--- src/hdl/dma_req_pkg.sv ---
// shared constants, configuration structs and state types of the dma request channel
package dma_req_pkg;

   localparam int COUNT_W = 32;
   localparam int READY_W = 16;

   localparam int WORD_BYTES  = 2;
   localparam int SINGLE_BYTE = 1;

   localparam logic [COUNT_W-1:0] REMAIN_RST  = 32'h0000_0000;
   localparam logic [READY_W-1:0] SEG_RST     = 16'h0000;
   localparam logic               FLAG_RST    = 1'b0;
   localparam logic [1:0]         BURST_SHIFT = 2'h1;

   // channel configuration, held steady by software while the channel runs
   typedef struct packed {
      logic       channelActivate;
      logic       countMode;
      logic       burstEnable;
      logic [1:0] burstSizeSetting;
      logic       dmaModeSel;
      logic       csMode;
      logic       ackPolarity;
      logic       reqPolarity;
      logic       readDir;
      logic       shortPktHoldDisable;
   } chan_cfg_t;

   // external bus pins as seen by one channel
   typedef struct packed {
      logic accessStrobe;
      logic dmaAcknowledgeIn;
      logic chipSelectN;
      logic dataPortHit;
   } bus_in_t;

   typedef enum logic {CH_IDLE, CH_RUN} chan_state_t;

   // burst setting to bytes: 2, 4, 8 or 16
   function automatic logic [READY_W-1:0] burstBytes(input logic [1:0] setting);
      // widened so that setting 3 plus the shift does not wrap to zero
      burstBytes = READY_W'(1) << (3'(setting) + 3'(BURST_SHIFT));
   endfunction

endpackage

--- src/hdl/dma_access_qualify.sv ---
// decides whether a bus access counts as a dma transfer for one channel
`timescale 1ns/1ns
`default_nettype none
module dma_access_qualify (
   input  wire dma_req_pkg::chan_cfg_t cfg,
   input  wire dma_req_pkg::bus_in_t   bus,
   output logic                        ackActive,
   output logic                        qualified
);
   import dma_req_pkg::*;

   always_comb begin
      ackActive = cfg.ackPolarity ? bus.dmaAcknowledgeIn : ~bus.dmaAcknowledgeIn;
      qualified = 1'b0;
      if (cfg.channelActivate && bus.accessStrobe) begin
         if (cfg.dmaModeSel) begin
            qualified = bus.dataPortHit;
         end else if (cfg.csMode) begin
            qualified = ackActive && !bus.chipSelectN;
         end else begin
            qualified = ackActive;
         end
      end
   end

endmodule
`default_nettype wire

--- src/hdl/dma_request_channel.sv ---
// one dma channel: request/acknowledge handshake, count, burst, stop and hold-off
`timescale 1ns/1ns
`default_nettype none
module dma_request_channel #(
   parameter int COUNT_W = dma_req_pkg::COUNT_W,
   parameter int READY_W = dma_req_pkg::READY_W
) (
   input  wire logic                   clk,
   input  wire logic                   arst_n,
   input  wire logic                   clkEn,
   input  wire dma_req_pkg::chan_cfg_t cfg,
   input  wire dma_req_pkg::bus_in_t   bus,
   input  wire logic                   go,
   input  wire logic                   halt,
   input  wire logic                   countLoad,
   input  wire logic [COUNT_W-1:0]     countLoadValue,
   input  wire logic                   doneClear,
   input  wire logic [READY_W-1:0]     fifoReady,
   input  wire logic                   readEnable,
   input  wire logic                   shortPktRx,
   output logic                        dmaRequestOut,
   output logic                        transferAccept,
   output logic [1:0]                  transferBytes,
   output logic                        busy,
   output logic                        channelDoneFlag,
   output logic [COUNT_W-1:0]          transferRemaining,
   output logic                        endpointHoldOffSet
);
   import dma_req_pkg::*;

   if (COUNT_W < 2 || READY_W < 5 || READY_W > COUNT_W) begin : g_bad_width
      $error("dma_request_channel: unsupported COUNT_W or READY_W");
   end

   chan_state_t        state_q;
   chan_state_t        state_d;
   logic [COUNT_W-1:0] remain_q;
   logic [COUNT_W-1:0] remain_d;
   logic [READY_W-1:0] segLeft_q;
   logic [READY_W-1:0] segLeft_d;
   logic               done_q;
   logic               holdOff_q;

   logic               ackActive;
   logic               qualified;
   logic               reqOk;
   logic [READY_W-1:0] grantQty;
   logic               running;
   logic               accept;
   logic [1:0]         bytesNow;
   logic               lastAccess;
   logic               segEnd;
   logic               reqRaw;
   logic               reqActive;
   logic               stopEvent;

   dma_access_qualify u_qualify (
      .cfg       (cfg),
      .bus       (bus),
      .ackActive (ackActive),
      .qualified (qualified)
   );

   dma_request_gate #(
      .CW (COUNT_W),
      .RW (READY_W)
   ) u_gate (
      .cfg        (cfg),
      .fifoReady  (fifoReady),
      .readEnable (readEnable),
      .remaining  (remain_q),
      .reqOk      (reqOk),
      .grantQty   (grantQty)
   );

   // one accepted access per cycle while running
   always_comb begin
      running  = state_q == CH_RUN;
      accept   = running && qualified && !halt;
      bytesNow = (cfg.countMode && remain_q == COUNT_W'(SINGLE_BYTE)) ?
                 2'(SINGLE_BYTE) : 2'(WORD_BYTES);
      lastAccess = accept && cfg.countMode && remain_q <= COUNT_W'(bytesNow);
      segEnd     = accept && cfg.burstEnable && segLeft_q <= READY_W'(bytesNow);
   end

   // request: live fifo condition, or a latched burst segment
   always_comb begin
      if (cfg.burstEnable) begin
         reqRaw = running && segLeft_q != '0;
      end else begin
         reqRaw = running && reqOk;
      end
      reqActive = reqRaw && !lastAccess && !segEnd && !halt;
      dmaRequestOut = cfg.reqPolarity ? reqActive : !reqActive;
   end

   always_comb begin
      stopEvent = running && (halt || lastAccess);
      state_d   = state_q;
      case (state_q)
         CH_IDLE: begin
            if (go && !halt) begin
               state_d = CH_RUN;
            end
         end
         CH_RUN: begin
            if (halt) begin
               state_d = CH_IDLE;
            end else if (lastAccess) begin
               state_d = CH_IDLE;
            end
         end
         default: state_d = CH_IDLE;
      endcase
   end

   always_ff @(posedge clk or negedge arst_n) begin
      if (!arst_n) begin
         state_q <= CH_IDLE;
      end else if (clkEn) begin
         state_q <= state_d;
      end
   end

   always_comb begin
      remain_d = remain_q;
      if (!running && countLoad) begin
         remain_d = countLoadValue;
      end else if (accept && cfg.countMode) begin
         if (remain_q > COUNT_W'(bytesNow)) begin
            remain_d = remain_q - COUNT_W'(bytesNow);
         end else begin
            remain_d = '0;
         end
      end
   end

   always_ff @(posedge clk or negedge arst_n) begin
      if (!arst_n) begin
         remain_q <= REMAIN_RST;
      end else if (clkEn) begin
         remain_q <= remain_d;
      end
   end

   // burst segment: load the guaranteed quantity, count it down per access
   always_comb begin
      segLeft_d = segLeft_q;
      if (!running || halt || !cfg.burstEnable) begin
         segLeft_d = '0;
      end else if (segLeft_q == '0) begin
         if (reqOk) begin
            segLeft_d = grantQty;
         end
      end else if (segEnd || lastAccess) begin
         segLeft_d = '0;
      end else if (accept) begin
         segLeft_d = segLeft_q - READY_W'(bytesNow);
      end
   end

   always_ff @(posedge clk or negedge arst_n) begin
      if (!arst_n) begin
         segLeft_q <= SEG_RST;
      end else if (clkEn) begin
         segLeft_q <= segLeft_d;
      end
   end

   // done flag: a stop in the clearing cycle still sets it
   always_ff @(posedge clk or negedge arst_n) begin
      if (!arst_n) begin
         done_q <= FLAG_RST;
      end else if (clkEn) begin
         if (stopEvent) begin
            done_q <= 1'b1;
         end else if (doneClear) begin
            done_q <= 1'b0;
         end
      end
   end

   // hold-off request toward the endpoint, set one cycle after either cause and held while it lasts
   always_ff @(posedge clk or negedge arst_n) begin
      if (!arst_n) begin
         holdOff_q <= FLAG_RST;
      end else if (clkEn) begin
         holdOff_q <= (running && cfg.countMode && cfg.readDir &&
                       COUNT_W'(fifoReady) > remain_q)
                      || (shortPktRx && !cfg.shortPktHoldDisable);
      end
   end

   always_comb begin
      transferAccept     = accept;
      transferBytes      = accept ? bytesNow : 2'h0;
      busy               = running;
      channelDoneFlag    = done_q;
      transferRemaining  = remain_q;
      endpointHoldOffSet = holdOff_q;
   end

   a_cs_qualify: assert property (@(posedge clk) disable iff (!arst_n)
      (cfg.csMode && !cfg.dmaModeSel && qualified) |-> (!bus.chipSelectN && ackActive))
      else $error("select-qualified access without chip select or acknowledge");

   a_port_qualify: assert property (@(posedge clk) disable iff (!arst_n)
      (cfg.dmaModeSel && cfg.channelActivate && bus.accessStrobe && bus.dataPortHit)
      |-> qualified)
      else $error("data port access not taken as dma");

   a_zero_count: assert property (@(posedge clk) disable iff (!arst_n)
      (cfg.countMode && remain_q == '0) |-> !reqActive)
      else $error("request with no count remaining");

   a_free_run: assert property (@(posedge clk) disable iff (!arst_n)
      (running && !cfg.countMode && !cfg.burstEnable && !halt && !accept
       && fifoReady >= READY_W'(WORD_BYTES) && (!cfg.readDir || readEnable)) |-> reqActive)
      else $error("free-run request missing with fifo quantity");

   a_burst_guard: assert property (@(posedge clk) disable iff (!arst_n)
      (clkEn && running && cfg.burstEnable && segLeft_q == '0 && segLeft_d != '0)
      |-> ((fifoReady >= burstBytes(cfg.burstSizeSetting)
            || (cfg.countMode && COUNT_W'(fifoReady) >= remain_q))
           ##1 (reqActive || halt || !clkEn)))
      else $error("burst segment opened without enough fifo bytes");

   a_burst_remain: assert property (@(posedge clk) disable iff (!arst_n)
      (clkEn && running && cfg.burstEnable && cfg.countMode && segLeft_q == '0
       && segLeft_d != '0 && remain_q < COUNT_W'(burstBytes(cfg.burstSizeSetting)))
      |=> segLeft_q == READY_W'($past(remain_q)))
      else $error("short burst segment not sized to remaining count");

   a_byte_single: assert property (@(posedge clk) disable iff (!arst_n)
      (accept && bytesNow == 2'(SINGLE_BYTE)) |-> (cfg.countMode && remain_q == 1))
      else $error("single-byte access outside final count");

   a_req_level: assert property (@(posedge clk) disable iff (!arst_n)
      dmaRequestOut == (cfg.reqPolarity ? reqActive : !reqActive))
      else $error("request pin polarity wrong");

   a_go_busy: assert property (@(posedge clk) disable iff (!arst_n)
      (clkEn && !running && go && !halt) |=> busy)
      else $error("go did not start the channel");

   a_last_drop: assert property (@(posedge clk) disable iff (!arst_n)
      lastAccess |-> (!reqActive ##1 (!busy || !$past(clkEn))))
      else $error("request or busy kept after final access");

   a_halt_stop: assert property (@(posedge clk) disable iff (!arst_n)
      (halt && clkEn) |-> (!reqActive ##1 (!busy && !reqActive)))
      else $error("halt did not stop the channel");

   a_done_set: assert property (@(posedge clk) disable iff (!arst_n)
      (stopEvent && clkEn) |=> channelDoneFlag)
      else $error("stop did not set the done flag");

   a_fifo_empty: assert property (@(posedge clk) disable iff (!arst_n)
      (!cfg.burstEnable && fifoReady == '0) |-> !reqActive)
      else $error("request with empty fifo quantity");

   a_hold_excess: assert property (@(posedge clk) disable iff (!arst_n)
      (clkEn && running && cfg.countMode && cfg.readDir
       && COUNT_W'(fifoReady) > remain_q) |=> endpointHoldOffSet)
      else $error("excess read data did not set hold-off");

   a_hold_short: assert property (@(posedge clk) disable iff (!arst_n)
      (clkEn && shortPktRx && !cfg.shortPktHoldDisable) |=> endpointHoldOffSet)
      else $error("short packet did not set hold-off");

   a_count_dec: assert property (@(posedge clk) disable iff (!arst_n)
      (clkEn && accept && cfg.countMode && remain_q > COUNT_W'(bytesNow))
      |=> transferRemaining == $past(remain_q) - COUNT_W'($past(bytesNow)))
      else $error("remaining count not reduced by bytes moved");

   a_read_gate: assert property (@(posedge clk) disable iff (!arst_n)
      (cfg.readDir && !readEnable && !cfg.burstEnable) |-> !reqActive)
      else $error("read request without read enable");

   a_one_left: assert property (@(posedge clk) disable iff (!arst_n)
      (running && cfg.countMode && !cfg.burstEnable && !cfg.readDir && !halt && !accept
       && remain_q == COUNT_W'(SINGLE_BYTE) && fifoReady != '0) |-> reqActive)
      else $error("one free byte with one count left did not request");

   a_two_needed: assert property (@(posedge clk) disable iff (!arst_n)
      (cfg.countMode && !cfg.burstEnable && remain_q > COUNT_W'(SINGLE_BYTE)
       && fifoReady < READY_W'(WORD_BYTES)) |-> !reqActive)
      else $error("request with one free byte and counts left");

endmodule
`default_nettype wire

--- src/hdl/dma_request_gate.sv ---
// request condition and permitted transfer quantity from fifo level and remaining count
`timescale 1ns/1ns
`default_nettype none
module dma_request_gate #(
   parameter int CW = dma_req_pkg::COUNT_W,
   parameter int RW = dma_req_pkg::READY_W
) (
   input  wire dma_req_pkg::chan_cfg_t cfg,
   input  wire logic [RW-1:0]          fifoReady,
   input  wire logic                   readEnable,
   input  wire logic [CW-1:0]          remaining,
   output logic                        reqOk,
   output logic [RW-1:0]               grantQty
);
   import dma_req_pkg::*;

   if (CW < 2 || RW < 5) begin : g_bad_width
      $error("dma_request_gate: unsupported CW or RW");
   end

   localparam int MW = (CW > RW) ? CW : RW;

   logic [MW-1:0] rdyX;
   logic [MW-1:0] remX;
   logic [MW-1:0] reqX;
   logic [MW-1:0] evenX;

   always_comb begin
      rdyX  = MW'(fifoReady);
      remX  = MW'(remaining);
      reqX  = MW'(burstBytes(cfg.burstSizeSetting));
      evenX = {rdyX[MW-1:1], 1'b0};
      reqOk    = 1'b0;
      grantQty = '0;
      if (cfg.burstEnable) begin
         if (cfg.countMode && remX < reqX) begin
            reqOk    = (remX != '0) && (rdyX >= remX);
            grantQty = RW'(remX);
         end else begin
            reqOk    = rdyX >= reqX;
            grantQty = RW'(reqX);
         end
      end else if (cfg.countMode) begin
         if (remX == MW'(SINGLE_BYTE)) begin
            reqOk    = rdyX != '0;
            grantQty = RW'(SINGLE_BYTE);
         end else begin
            reqOk    = (remX != '0) && (rdyX >= MW'(WORD_BYTES));
            grantQty = (remX < evenX) ? RW'(remX) : RW'(evenX);
         end
      end else begin
         reqOk    = rdyX >= MW'(WORD_BYTES);
         grantQty = RW'(evenX);
      end
      if (cfg.countMode && remX == '0) begin
         reqOk = 1'b0;
      end
      if (cfg.readDir && !readEnable) begin
         reqOk = 1'b0;
      end
   end

endmodule
`default_nettype wire

--- config.mk ---
export PLATFORM = sky130hd
export DESIGN_NAME = dma_request_channel
export DESIGN_NICKNAME = d
export VERILOG_FILES = /design/src/hdl/dma_req_pkg.sv /design/src/hdl/dma_access_qualify.sv /design/src/hdl/dma_request_channel.sv /design/src/hdl/dma_request_gate.sv
export SDC_FILE = /design/constraint.sdc
export NUM_CORES = 1
export LEC_CHECK = 0
export ABC_CLOCK_PERIOD_IN_PS = 14600
export BUFFER_PORTS_ARGS = -buffer_cell sky130_fd_sc_hd__buf_2
export CORE_MARGIN = 2
export CORE_UTILIZATION = 60
export CTS_BUF_LIST = sky130_fd_sc_hd__clkbuf_4 sky130_fd_sc_hd__clkbuf_8
export CTS_CLUSTER_DIAMETER = 50
export DETAILED_ROUTE_END_ITERATION = 6
export PLACE_DENSITY_LB_ADDON = 0.2
export SETUP_SLACK_MARGIN = 0.2
export SLEW_MARGIN = 20
export SYNTH_ARGS = -nofsm -noshare
export SYNTH_HDL_FRONTEND = slang
export SYNTH_HIERARCHICAL = 1
export SYNTH_SLANG_ARGS = --single-unit
--- constraint.sdc ---
create_clock -name clk -period 14.6 [get_ports clk]
set_input_delay 0.73 -clock clk [delete_from_list [all_inputs] [get_ports clk]]
set_output_delay 0.73 -clock clk [all_outputs]
set_load 0.01 [all_outputs]
==> results of run 1 <==
power by group:
part	total [mW]	internal, mW	leakage, nW	switching (mW)
clock network	0.112	0.0566	0.0618	0.0556
registers	0.262	0.174	0.631	0.0880
logic	0.363	0.150	2.38	0.213
cells by family after synthesis:
logic type               synth area share (%)
AO/OA/AOI/OAI                            29.2
XOR/XNOR                                0.590
adder cells (fa/ha/maj)                  15.1
buffers and inverters                    7.38
flip-flops                               22.3
multiplexers                            0.699
other                                   0.131
AND/OR/NAND/NOR                          24.6
final cells by class:
class                      instances  area, um2  area share, %
multi-input combinational        563       4060           62.9
clock buffer                       6       82.6           1.28
sequential                        51       1280           19.8
clock inverter                     2       38.8          0.600
tap                              129        161           2.50
inverter                          63        236           3.66
timing repair buffer             117        603           9.34
per-stage QoR:
step,utilization (%),cells,worst slack [ns],cell area [um2],total power [mW]
6_report,69.9,931,9.26,6460,0.737
3_5_place_dp,68.6,923,9.62,6340,0.612
4_1_cts,69.9,931,9.32,6460,0.725
2_1_floorplan,-,710,9.37,5750,0.479
5_1_grt,69.9,931,8.96,6460,0.787
3_3_place_gp,68.6,923,9.84,6340,0.595
final timing paths:
path	start	endpoint	slack (ns)
max	transferRemaining[16]	dmaRequestOut	9.26
min	channelDoneFlag	channelDoneFlag	0.51
max reg2reg	transferRemaining[16]	transferRemaining[14]	9.48
min reg2reg	channelDoneFlag	channelDoneFlag	0.51
max in group asynchronous	arst_n	transferRemaining[15]	13.61
min in group asynchronous	arst_n	segLeft_q[6]	0.55
state kept, by name, indices dropped and copies added (netlist names):
register,flops
transferRemaining,32
segLeft_q,16
busy,1
channelDoneFlag,1
endpointHoldOffSet,1
routing by layer:
layer  vias up  share of wire [%]
li1       2867                  -
met1      2916                 40
met2       354                 48
met3        71                8.2
met4         0                4.3
met5         -                  0
cells in the mapped netlist (3+ instances only):
cell / number
a211oi_1: 13
a21o_1: 12
a21oi_1: 47
a21oi_2: 3
a221o_1: 6
a22o_1: 20
a2bb2oi_1: 5
a31oi_1: 8
and2_1: 5
and3_1: 6
and4b_1: 3
buf_2: 5
buf_4: 3
buf_6: 6
clkbuf_1: 18
dfrtp_1: 51
ha_1: 66
inv_1: 62
mux2i_1: 4
nand2_1: 55
nand2b_1: 6
nand3_1: 8
nand3b_1: 3
nand4_1: 13
nor2_1: 37
nor2b_1: 8
nor3_1: 26
nor3b_1: 5
nor4_1: 20
nor4_2: 3
nor4_4: 3
o21a_1: 5
o21ai_0: 38
o21ai_1: 26
o22a_1: 4
o22ai_1: 7
o2bb2ai_1: 3
o31ai_1: 4
o41ai_1: 3
or2_2: 3
or3_1: 10
or4_1: 9
or4_4: 3
critical path, stage by stage, from the launching register on:
cell and delay (ns):
dfrtp_1 0.50, nor4_1 0.48, nand4_1 0.40, or3_1 0.49, nor4b_2 0.23, buf_4 0.22
ha_1 0.18, inv_1 0.05, fa_1 0.51, a211oi_1 0.27, nor4b_4 0.51, nor2_1 0.13
xnor2_1 0.16, buf_2 0.14
placed cells by master, fill, tap and decap left out, types with 9 or more instances in the layout:
| cell type | instances |
|---|---|
| a22o_1 | 20 |
| nand2_1 | 55 |
| o21ai_0 | 37 |
| buf_2 | 110 |
| dfrtp_1 | 51 |
| nor3_1 | 26 |
| ha_1 | 66 |
| a211oi_1 | 13 |
| a21oi_1 | 47 |
| a21o_1 | 12 |
| or4_1 | 9 |
| nor4_1 | 20 |
| o21ai_1 | 26 |
| or3_1 | 10 |
| nand4_1 | 13 |
| inv_1 | 62 |
| nor2_1 | 37 |
==> impl_summary.md, run 1 <==
Run status
The flow ran to the end, and the final reports show no timing, DRC or antenna violations.

Clocking
The count of cells resized by post-cts repair is 0. In this run the post-CTS setup repair buffer count came out at 0. The TritonCTS clock tree is yes. The insertion delay to the later sink of the worst-skew pair is 0.32 ns.

The worst-case clock buffer depth is 2. In this run the clock root is driven by a clkbuf_8. The H-tree was split into 2 levels. After clock tree synthesis, the clock-pin slew on the worst setup and hold paths is 0.11 ns. For this design, the CTS-stage hold fixing added 0 buffers.

The clock net in this run drives a total of 51 sinks. The total CTS buffers is 5.

Floorplanning
For this design the top-level I/O count stands at 111. For this configuration, the core starts out at a cell density of 62.0%. From left edge to right edge, the die measures 102 um. The die footprint is 0.0104 mm2. The height of the chip is 102 um. The floorplan has 35 rows. The area of the placeable core is 0.00924 mm2.

Worst setup path
The endpoint class of the critical path is an output port. At the worst endpoint, the required time is 13.87 ns. Of all nets on the critical path, the largest fanout is 9. The worst setup path is launched from a flop.

The worst setup path category is reg2out. The length in cells of the worst reg-to-reg path is 14. The data arrival time of the worst path is 4.61 ns.

Final layout
Cells with a size suffix above 1 make up 19.8% of the layout. After the last flow step, the layout net total stands at 941. The antenna diode count is 0. Compared with the post-synthesis result, the final layout area differs by 12.7%. The number of filler instances in the final layout is 775.

Pwr
In this run the power density over the cells is 114 mW/mm2. The leakage power total is 3.07 nW. Across the VDD grid, the largest voltage drop is 0.0000817 V.

STA
The count of final max-slew check failures is 0. The final worst hold slack is 0.510 ns. Setup repair after global routing left no endpoint under its margin.

The setup TNS after final layout is 0 ns. Subtracting the final worst setup slack from the clock period gives 5.34 ns. The pin slew with the least headroom to its limit is 1.03 ns. Setup violations remaining at the end of the flow were counted as 0. The number of failing hold endpoints at the final stage is 0.

The maximum clock rate is 187 MHz. The worst relative slew slack is 30.4%. Dividing the final minimum period by the clock period gives 36.6%. Across the routed clock network, the largest skew measured is 0.00872 ns.

Drt
The final wirelength is 18300 um. The routed layout has 6208 vias. After detailed routing, the average wire length per cell comes to 19.7 um. Using the TritonRoute via totals, the vias-per-cell ratio works out to 6.67. The number of DRC violations after detailed routing is 0. For this block, the initial DRC count from the detailed router was 479.

The first detailed-routing pass ran for 7 iterations. The number of routed nets with antenna violations is 0.

Yosys
Yosys printed 6 warnings. dfrtp_1 takes more of the synthesized area than any other cell. The sequential cell area fraction in the yosys report is 22.3%. The most used flip-flop cell after synthesis is dfrtp_1. The number of flops mapped to enable cells by yosys is 0. The number of distinct library cells after synthesis is 87. The mean area per synthesized cell is 8.13 um2. Counting flops and latches in the post-synthesis netlist gives 51. Synthesis handed over a netlist of 705 instances. The async set or reset register ratio after synthesis is 100%.

By area the synthesized netlist is led by dfrtp_1, ha_1, a21oi_1, inv_1, nand2_1. The synthesized netlist occupies a cell area of 0.00573 mm2. The share of the synthesized area in the top cell type is 22.3%.

Global route
The via count of the first global-routing pass was 6083. The combined global-route utilization of all metal layers is 35.8%. The first global-routing pass estimated 29600 um of wire. For this run, global-route usage on met2 was measured as 60.4%. The global-route met1 utilization is 44.1%. The most congested layer reported by global routing is met2.

For met3 alone, demand over resource in global routing was 5.38%. The number of antenna violations at the first check in global routing is 0. Summed over all layers, the global routing overflow is 0. Entering global routing, the biggest net connects 52 pins.

Min path
The worst min-delay path class is reg2reg. Along the worst hold path, the cell count comes to 2.

Flow run
The tool flagged a number of max-cap violations equal to 0.

Place
During placement, the flow inserted port buffers numbering 110. Detailed placement ended at an HPWL of 13800 um. The routability congestion estimate is 0.989.
Power figures use the tool's default switching activity.
==> run 2: changes to the inputs <==
--- a/config.mk
+++ b/config.mk
@@ -5,10 +5,11 @@
 export SDC_FILE = /design/constraint.sdc
 export NUM_CORES = 1
 export LEC_CHECK = 0
-export ABC_CLOCK_PERIOD_IN_PS = 14600
+export ABC_AREA = 1
+export ABC_CLOCK_PERIOD_IN_PS = 5100
 export BUFFER_PORTS_ARGS = -buffer_cell sky130_fd_sc_hd__buf_2
 export CORE_MARGIN = 2
-export CORE_UTILIZATION = 60
+export CORE_UTILIZATION = 59
 export CTS_BUF_LIST = sky130_fd_sc_hd__clkbuf_4 sky130_fd_sc_hd__clkbuf_8
 export CTS_CLUSTER_DIAMETER = 50
 export DETAILED_ROUTE_END_ITERATION = 6
==> constraint.sdc (replaced) <==
create_clock -name clk -period 5.1 [get_ports clk]
set_input_delay 0.255 -clock clk [delete_from_list [all_inputs] [get_ports clk]]
set_output_delay 0.255 -clock clk [all_outputs]
set_load 0.01 [all_outputs]
==> run 2 against run 1 <==
  * Via count increased by 9.3%
  * Sequential share of layout area decreased by 1.5 points
  * Global-route usage decreased by 3.1 points
  * Clock skew increased by 0.0072 ns
  * Total power increased to 4.7 times the previous value
  * Final area increased by 8.0%
  * Register-to-register slack got worse by 7.9 ns
  * Sequential power increased to 3.5 times the previous value
  * Combinational power increased to 6.3 times the previous value
  * Synthesized area increased by 9.0%
  * Final cell count increased by 30%
  * Non-clock buffer count decreased by 6
==> impl_summary.md, run 2 <==
Final layout
The flip-flop count of the largest register, all copies and words added is 32. Relative to the synthesized area, the layout overhead comes to 11.7%. For this run, the post-layout net count is 1213. The most common library cell in the layout ignoring fill and taps is nand2_1.

The repair_antennas step left the layout with diodes totalling 0. The sequential cell area is 0.00128 mm2. Once layout is complete, the cells apart from fillers number 1210. Leaving out fill and tap cells, the most frequent cells in the layout are nand2_1, inv_1, nor2_1, buf_2, a21oi_1. The share of post-route cells with drive strength above 1 is 17.1%.

The multi-input combinational cell area is 0.00437 mm2. The number of filler instances in the final layout is 977.

Global route
The combined global-route utilization of all metal layers is 32.7%. The pin count of the biggest net entering global routing is 58. The first global-routing pass estimated 29800 um of wire.

The total overflow left after global routing is 0. The via count of the first global-routing pass is 6165. The number of antenna violations at the first check in global routing is 0.

Clocking
The hold-fix buffer count after cts is 0. TritonCTS created 5 clock buffers. The clock-pin slew on the worst setup and hold paths is 0.11 ns. For the worst-skew pair, the clock arrives at the later sink with an insertion delay of 0.32 ns. The worst-case clock buffer depth is 2. The count of buffers added by post-CTS timing repair for setup is 0. TritonCTS built the clock tree. The H-tree was split into 2 levels.

Clock tree synthesis selected as its root buffer the cell clkbuf_8. The clock sink count is 51. In this run, post-CTS repair resized a total of 0 instances.

Drt
The final wirelength is 18500 um. The routed wire length per instance is 15.3 um. The number of DRC violations after detailed routing is 0. The number of iterations in the first detailed-routing pass is 5. The detailed-route via count is 6784. The detail route stage leaves a number of antenna-violating nets equal to 0.

After detailed routing, the number of vias per cell comes to 5.61. The first-iteration detailed-routing DRC count is 461.

Pwr
The clock network burns 7.6% of the power. The peak supply drop is 0.000342 V. Dividing total power by cell area gives a power density of 500 mW/mm2. The proportion of power drawn by flip-flops and latches is 26.5%. The combinational fraction of design power is 65.9%. The switching power summed over all nets is 1.96 mW. The internal portion of the total power is 1.53 mW.

The leakage power total is 3.78 nW. The net switching fraction of the power is 56.2%.

Worst setup path
Data on the critical path arrives at its endpoint at 3.48 ns. The largest single stage delay on the critical path is 0.54 ns. Among cell families on the critical path, the largest total delay comes from simple AND/OR/NAND/NOR gates.

Among the stages of the critical path, the cell type that occurs most often is inv_1. The worst setup path category is reg2out. STA classifies the critical path startpoint as a flop. The required time at the worst-slack endpoint is 4.85 ns. STA classifies the critical path endpoint as an output port.

The slowest stage of the critical path belongs to the cell dfrtp_1. Counting both buffers and inverters, the worst setup path holds a total of 5. The critical path goes through nor2_2 > nand2_2 > nor2_4 > inv_2 > nor2_4 > nand3_1 > inv_1 > ha_1 > inv_1 > fa_1 > inv_1 > nand2_1 > nand2_1 > nand4_1 > o21ai_0 > nor2_1 > xnor2_1 > buf_2. Of all nets on the critical path, the largest fanout is 9.

Flow run
Max-cap violations in this run came to 0.

Place
The placed instance count is 1202. The worst slack at placement is 1.64 ns. The routability congestion estimate is 0.941. The count of buffers added on input and output ports is 110. Detailed placement finished with a half-perimeter wire length of 14400 um.

STA
The number of failing hold endpoints at the final stage is 0. The post-route clock period utilization is 73.2%. In this run the tightest slew margin relative to its limit is 27.0%. The setup TNS after final layout is 0 ns. Timing would allow up to 268 MHz. Setup repair after global routing left no endpoint under its margin. The count of final max-slew check failures is 0. The largest clock skew in the final design is 0.0159 ns. At the pin with the least slew margin, the transition time is 1.09 ns. In the post-route analysis, the smallest setup slack over all paths is 1.37 ns. Setup violations remaining at the end of the flow were counted as 0. The clock period could shrink to 3.73 ns.

Yosys
The cell area that synthesis handed to floorplanning was 0.00625 mm2. A synthesized cell averages 6.43 um2. The count of warnings emitted by yosys is 6. The number of instances in the synthesized netlist is 972.

Floorplanning
The initial cell density of the core is 60.5%. The die extent in x is 107 um. The height of the chip is 107 um. 111 I/O pins were placed.

The die footprint is 0.0114 mm2. The number of core rows is 37. The area of the placeable core is 0.0103 mm2.

Run status
The run finished with clean final reports.

Min path
The min-delay analysis places its worst path in the category in2async.
[run 2: worst paths after layout]
kind                                       start                    end  cells past startpoint  slack (ns)
min reg2reg                      channelDoneFlag        channelDoneFlag                      2        0.48
max in group asynchronous                 arst_n   transferRemaining[2]                      2        4.56
max                        transferRemaining[15]          dmaRequestOut                     18        1.37
min                                       arst_n   transferRemaining[9]                      2        0.06
max reg2reg                transferRemaining[15]  transferRemaining[30]                     18        1.56
min in group clk                       doneClear        channelDoneFlag                      4        0.18
[run 2: layout make-up]
type / instances / area share, %
inverter: 134 / 7.21
clock buffer: 6 / 1.18
timing repair buffer: 111 / 8.00
multi-input combinational: 770 / 62.7
tap: 136 / 2.44
clock inverter: 2 / 0.197
sequential: 51 / 18.3
[run 2: per-layer routing]
| metal | global-route usage [%] | vias up | share of wire, % | wire (um) |
|---|---|---|---|---|
| met5 | 0 | - | 0 | 0 |
| met2 | 54.6 | 285 | 47 | 8630 |
| met3 | 3.40 | 39 | 6.8 | 1260 |
| li1 | - | 3368 | - | - |
| met1 | 42.6 | 3092 | 42 | 7860 |
| met4 | 15.0 | 0 | 4.0 | 743 |
[run 2: worst register-to-register path: stages (launching register included)]
cell	delay, ns
dfrtp_1	0.54
nor2_2	0.21
nand2_2	0.10
nor2_4	0.16
inv_2	0.06
nor2_4	0.12
nand3_1	0.09
inv_1	0.24
ha_1	0.21
inv_1	0.06
fa_1	0.38
inv_1	0.11
nand2_1	0.12
nor2_1	0.28
nand3_1	0.24
nor2_1	0.18
xor2_1	0.18
nand2_1	0.08
a21oi_1	0.13
[run 2: through the flow]
stage                     utilization (%)  hold WS, ns  instance area, um2  power, mW
after global routing                 67.6        0.126                6980       3.86
after detailed placement             66.7        0.429                6880       3.19
final                                67.6       0.0638                6980       3.49
after CTS                            67.6       0.0885                6980       3.46
after floorplan                         -      -0.0406                6270       2.55
after global placement               66.7        0.433                6880       3.13
[run 2: power by group through the flow]
| stage | clock network [mW] | registers (mW) | logic, mW |
|---|---|---|---|
| 6_report | 0.266 | 0.922 | 2.30 |
| 5_1_grt | 0.283 | 0.953 | 2.63 |
| 4_1_cts | 0.268 | 0.911 | 2.28 |
| 3_5_place_dp | 0 | 0.919 | 2.27 |
| 3_3_place_gp | 0 | 0.911 | 2.22 |
| 2_1_floorplan | 0 | 0.878 | 1.67 |
==> run 3: changes to the inputs <==
--- a/config.mk
+++ b/config.mk
@@ -5,11 +5,11 @@
 export SDC_FILE = /design/constraint.sdc
 export NUM_CORES = 1
 export LEC_CHECK = 0
-export ABC_AREA = 1
-export ABC_CLOCK_PERIOD_IN_PS = 5100
+export ABC_AREA = 0
+export ABC_CLOCK_PERIOD_IN_PS = 3400
 export BUFFER_PORTS_ARGS = -buffer_cell sky130_fd_sc_hd__buf_2
 export CORE_MARGIN = 2
-export CORE_UTILIZATION = 59
+export CORE_UTILIZATION = 53
 export CTS_BUF_LIST = sky130_fd_sc_hd__clkbuf_4 sky130_fd_sc_hd__clkbuf_8
 export CTS_CLUSTER_DIAMETER = 50
 export DETAILED_ROUTE_END_ITERATION = 6
==> constraint.sdc (replaced) <==
create_clock -name clk -period 3.4 [get_ports clk]
set_input_delay 0.17 -clock clk [delete_from_list [all_inputs] [get_ports clk]]
set_output_delay 0.17 -clock clk [all_outputs]
set_load 0.01 [all_outputs]
==> run 3 against run 2 <==
  * Final cell count fell by 12%
  * Clock skew is 0.0079 ns higher
  * Critical path type is now reg2reg
  * Final area grew 18%
  * Critical path depth decreased by 2
  * Register-to-register slack got worse by 2.1 ns
  * Sequential share of layout area decreased by 2.8 points
  * The run now ends with negative setup slack left
  * Clock power rose by 53%
==> impl_summary.md, run 3 (same netlist as run 1, synthesis figures left out) <==
Clocking
In this run the clock root is driven by a clkbuf_8. The worst-case clock buffer depth is 2. The clock-pin slew on the worst setup and hold paths is 0.12 ns. The TritonCTS clock tree is yes. The insertion delay to the later sink of the worst-skew pair is 0.35 ns. The H-tree was split into 2 levels. CTS saw 51 sinks. Counting the buffers created by CTS gives 5.

Drt
The final wirelength is 23700 um. The routed wire length per instance is 22.2 um. After the first detailed-routing iteration, the DRC count stood at 641. After detailed routing, the number of remaining DRC violations is 0. The number of iterations in the first detailed-routing pass is 5. In the routed layout, each cell is associated on average with a via count of 6.81. The detailed-route via count is 7262. The count of nets left with antenna violations once routing finished came out at 0.

Floorplanning
The area of the placeable core is 0.0104 mm2. The initial cell density of the core is 55.0%. The die footprint is 0.0117 mm2. The number of core rows is 37. The height of the chip is 108 um. The die is 108 um wide.

The number of placed I/O pins is 111.

Global route
The number of antenna violations at the first check in global routing is 0. Entering global routing, the biggest net connects 35 pins. The first global-routing pass estimated 33900 um of wire. The combined global-route utilization of all metal layers is 37.1%. The via count of the first global-routing pass is 6822.

Summed over all layers, the global routing overflow is 0.

Final layout
The most common library cell in the layout ignoring fill and taps is buf_2. The net count of the finished layout is 1069. In the final layout, the share of cells above drive strength 1 is 41.1%. The count of cells in the finished layout, fillers not included, comes to 1067. The register with the most flip-flops in the layout has 32 of them.

In the layout the commonest cells are buf_2, buf_4, ha_1, inv_1, nand2_1. The layout-stage area growth over the synthesis result is 43.9%.

STA
The post-route clock period utilization is 117%. The maximum clock rate is 251 MHz. The smallest clock period supported by the final layout is computed as 3.99 ns. The final worst hold slack is 0.0471 ns. Setup violations remaining at the end of the flow were counted as 51. Once routing completed, OpenROAD measured the worst setup slack at -0.588 ns. The count of final max-slew check failures was 0.

The largest clock skew in the final design is 0.0238 ns. The pin slew with the least headroom to its limit is 0.970 ns. Setup repair after global routing could not meet its margin everywhere.

The number of failing hold endpoints at the final stage was 0. Measured against its own limit, the worst slew margin works out to 35.4%.

Run status
The run finished, with violations left. The checks that failed: negative setup slack.

Min path
The tightest min-delay check is of the in2reg type.

Worst setup path
The setup check on the worst reg-to-reg path leaves a slack of -0.59 ns. The element type at the critical path start is a flop. The critical-path maximum fanout is 3. STA classifies the critical path endpoint as a flop. By startpoint and endpoint, the worst setup path is classified as reg2reg. The data arrival time of the worst path is 4.23 ns. At the worst endpoint, the required time is 3.65 ns.

Pwr
Across the VDD grid, the largest voltage drop is 0.000354 V. For this design the static power due to leakage is 3.88 nW. The total power after layout is 3.94 mW.

The power density of the placed cells is 477 mW/mm2.

Place
The HPWL after detailed placement is 15300 um. Routability-driven placement finished with a final weighted congestion of 1.04. The placed instance count is 1028.

The worst slack at placement is -0.433 ns. In this run the tool buffered the top-level ports with 110 buffer cells.

Flow run
The max-cap check violation count is 0.
==> run 3: per-stage QoR <==
| step | utilization [%] | TNS (ns) | instance area, um2 |
|---|---|---|---|
| floorplan | - | -31.62 | 5890 |
| global placement | 69.4 | -8.39 | 7230 |
| detailed placement | 69.4 | -14.61 | 7230 |
| CTS | 75.5 | -15.25 | 7870 |
| global route | 79.2 | -30.37 | 8250 |
| finish | 79.2 | -22.98 | 8250 |
==> run 3: final cells by class <==
class                           instances  area (um2)
Multi-Input combinational cell        563        4670
Timing Repair Buffer                  245        1800
Sequential cell                        51        1280
Tap cell                              136         170
Fill cell                             678        2170
Clock inverter                          2        12.5
Inverter                               63         236
Antenna cell                            1        2.50
Clock buffer                            6        76.3
==> run 3: critical path: stages, from the launching register on <==
cell,delay (ns)
dfrtp_1,0.42
nor4_1,0.34
buf_4,0.20
nand4_1,0.12
or3_1,0.45
nor4b_4,0.27
ha_2,0.23
inv_2,0.04
fa_2,0.37
buf_4,0.15
buf_4,0.13
buf_6,0.12
buf_4,0.14
or3_4,0.35
nor3_4,0.20
o21ai_2,0.07
a221o_1,0.30
==> run 3: layer usage <==
layer / vias to the layer above / wire (um) / GRT usage (%) / part of all wire (%)
li1: 3113 / - / - / -
met1: 3427 / 8550 / 44.6 / 36
met2: 570 / 11200 / 63.0 / 47
met3: 152 / 2310 / 6.33 / 9.8
met4: 0 / 1610 / 20.5 / 6.8
met5: - / 0 / 0 / 0
==> run 3: final timing paths <==
kind / to / cells after the start / start
max in group asynchronous: segLeft_q[1] / 3 / arst_n
min in group asynchronous: endpointHoldOffSet / 2 / arst_n
hold / removal: transferRemaining[22] / 3 / countLoadValue[22]
hold reg to reg: channelDoneFlag / 2 / channelDoneFlag
setup / recovery: transferRemaining[6] / 16 / transferRemaining[21]
setup reg to reg: transferRemaining[6] / 16 / transferRemaining[21]
==> run 3: repair_timing <==
action | CTS | global route
endpoints found under the hold margin | 33 | 0
pin swaps | 45 | 37
endpoints found under the setup margin | 51 | 51
hold buffers | 1 | 0
buffers inserted | 16 | 8
resized for setup | 66 | 59
gates cloned | 5 | 0
==> run 3: power by group <==
part / total [mW] / internal [mW] / switching [mW]
sequential: 0.890 / 0.754 / 0.137
clock: 0.408 / 0.153 / 0.255
combinational: 2.64 / 1.11 / 1.53
total: 3.94 / 2.01 / 1.92
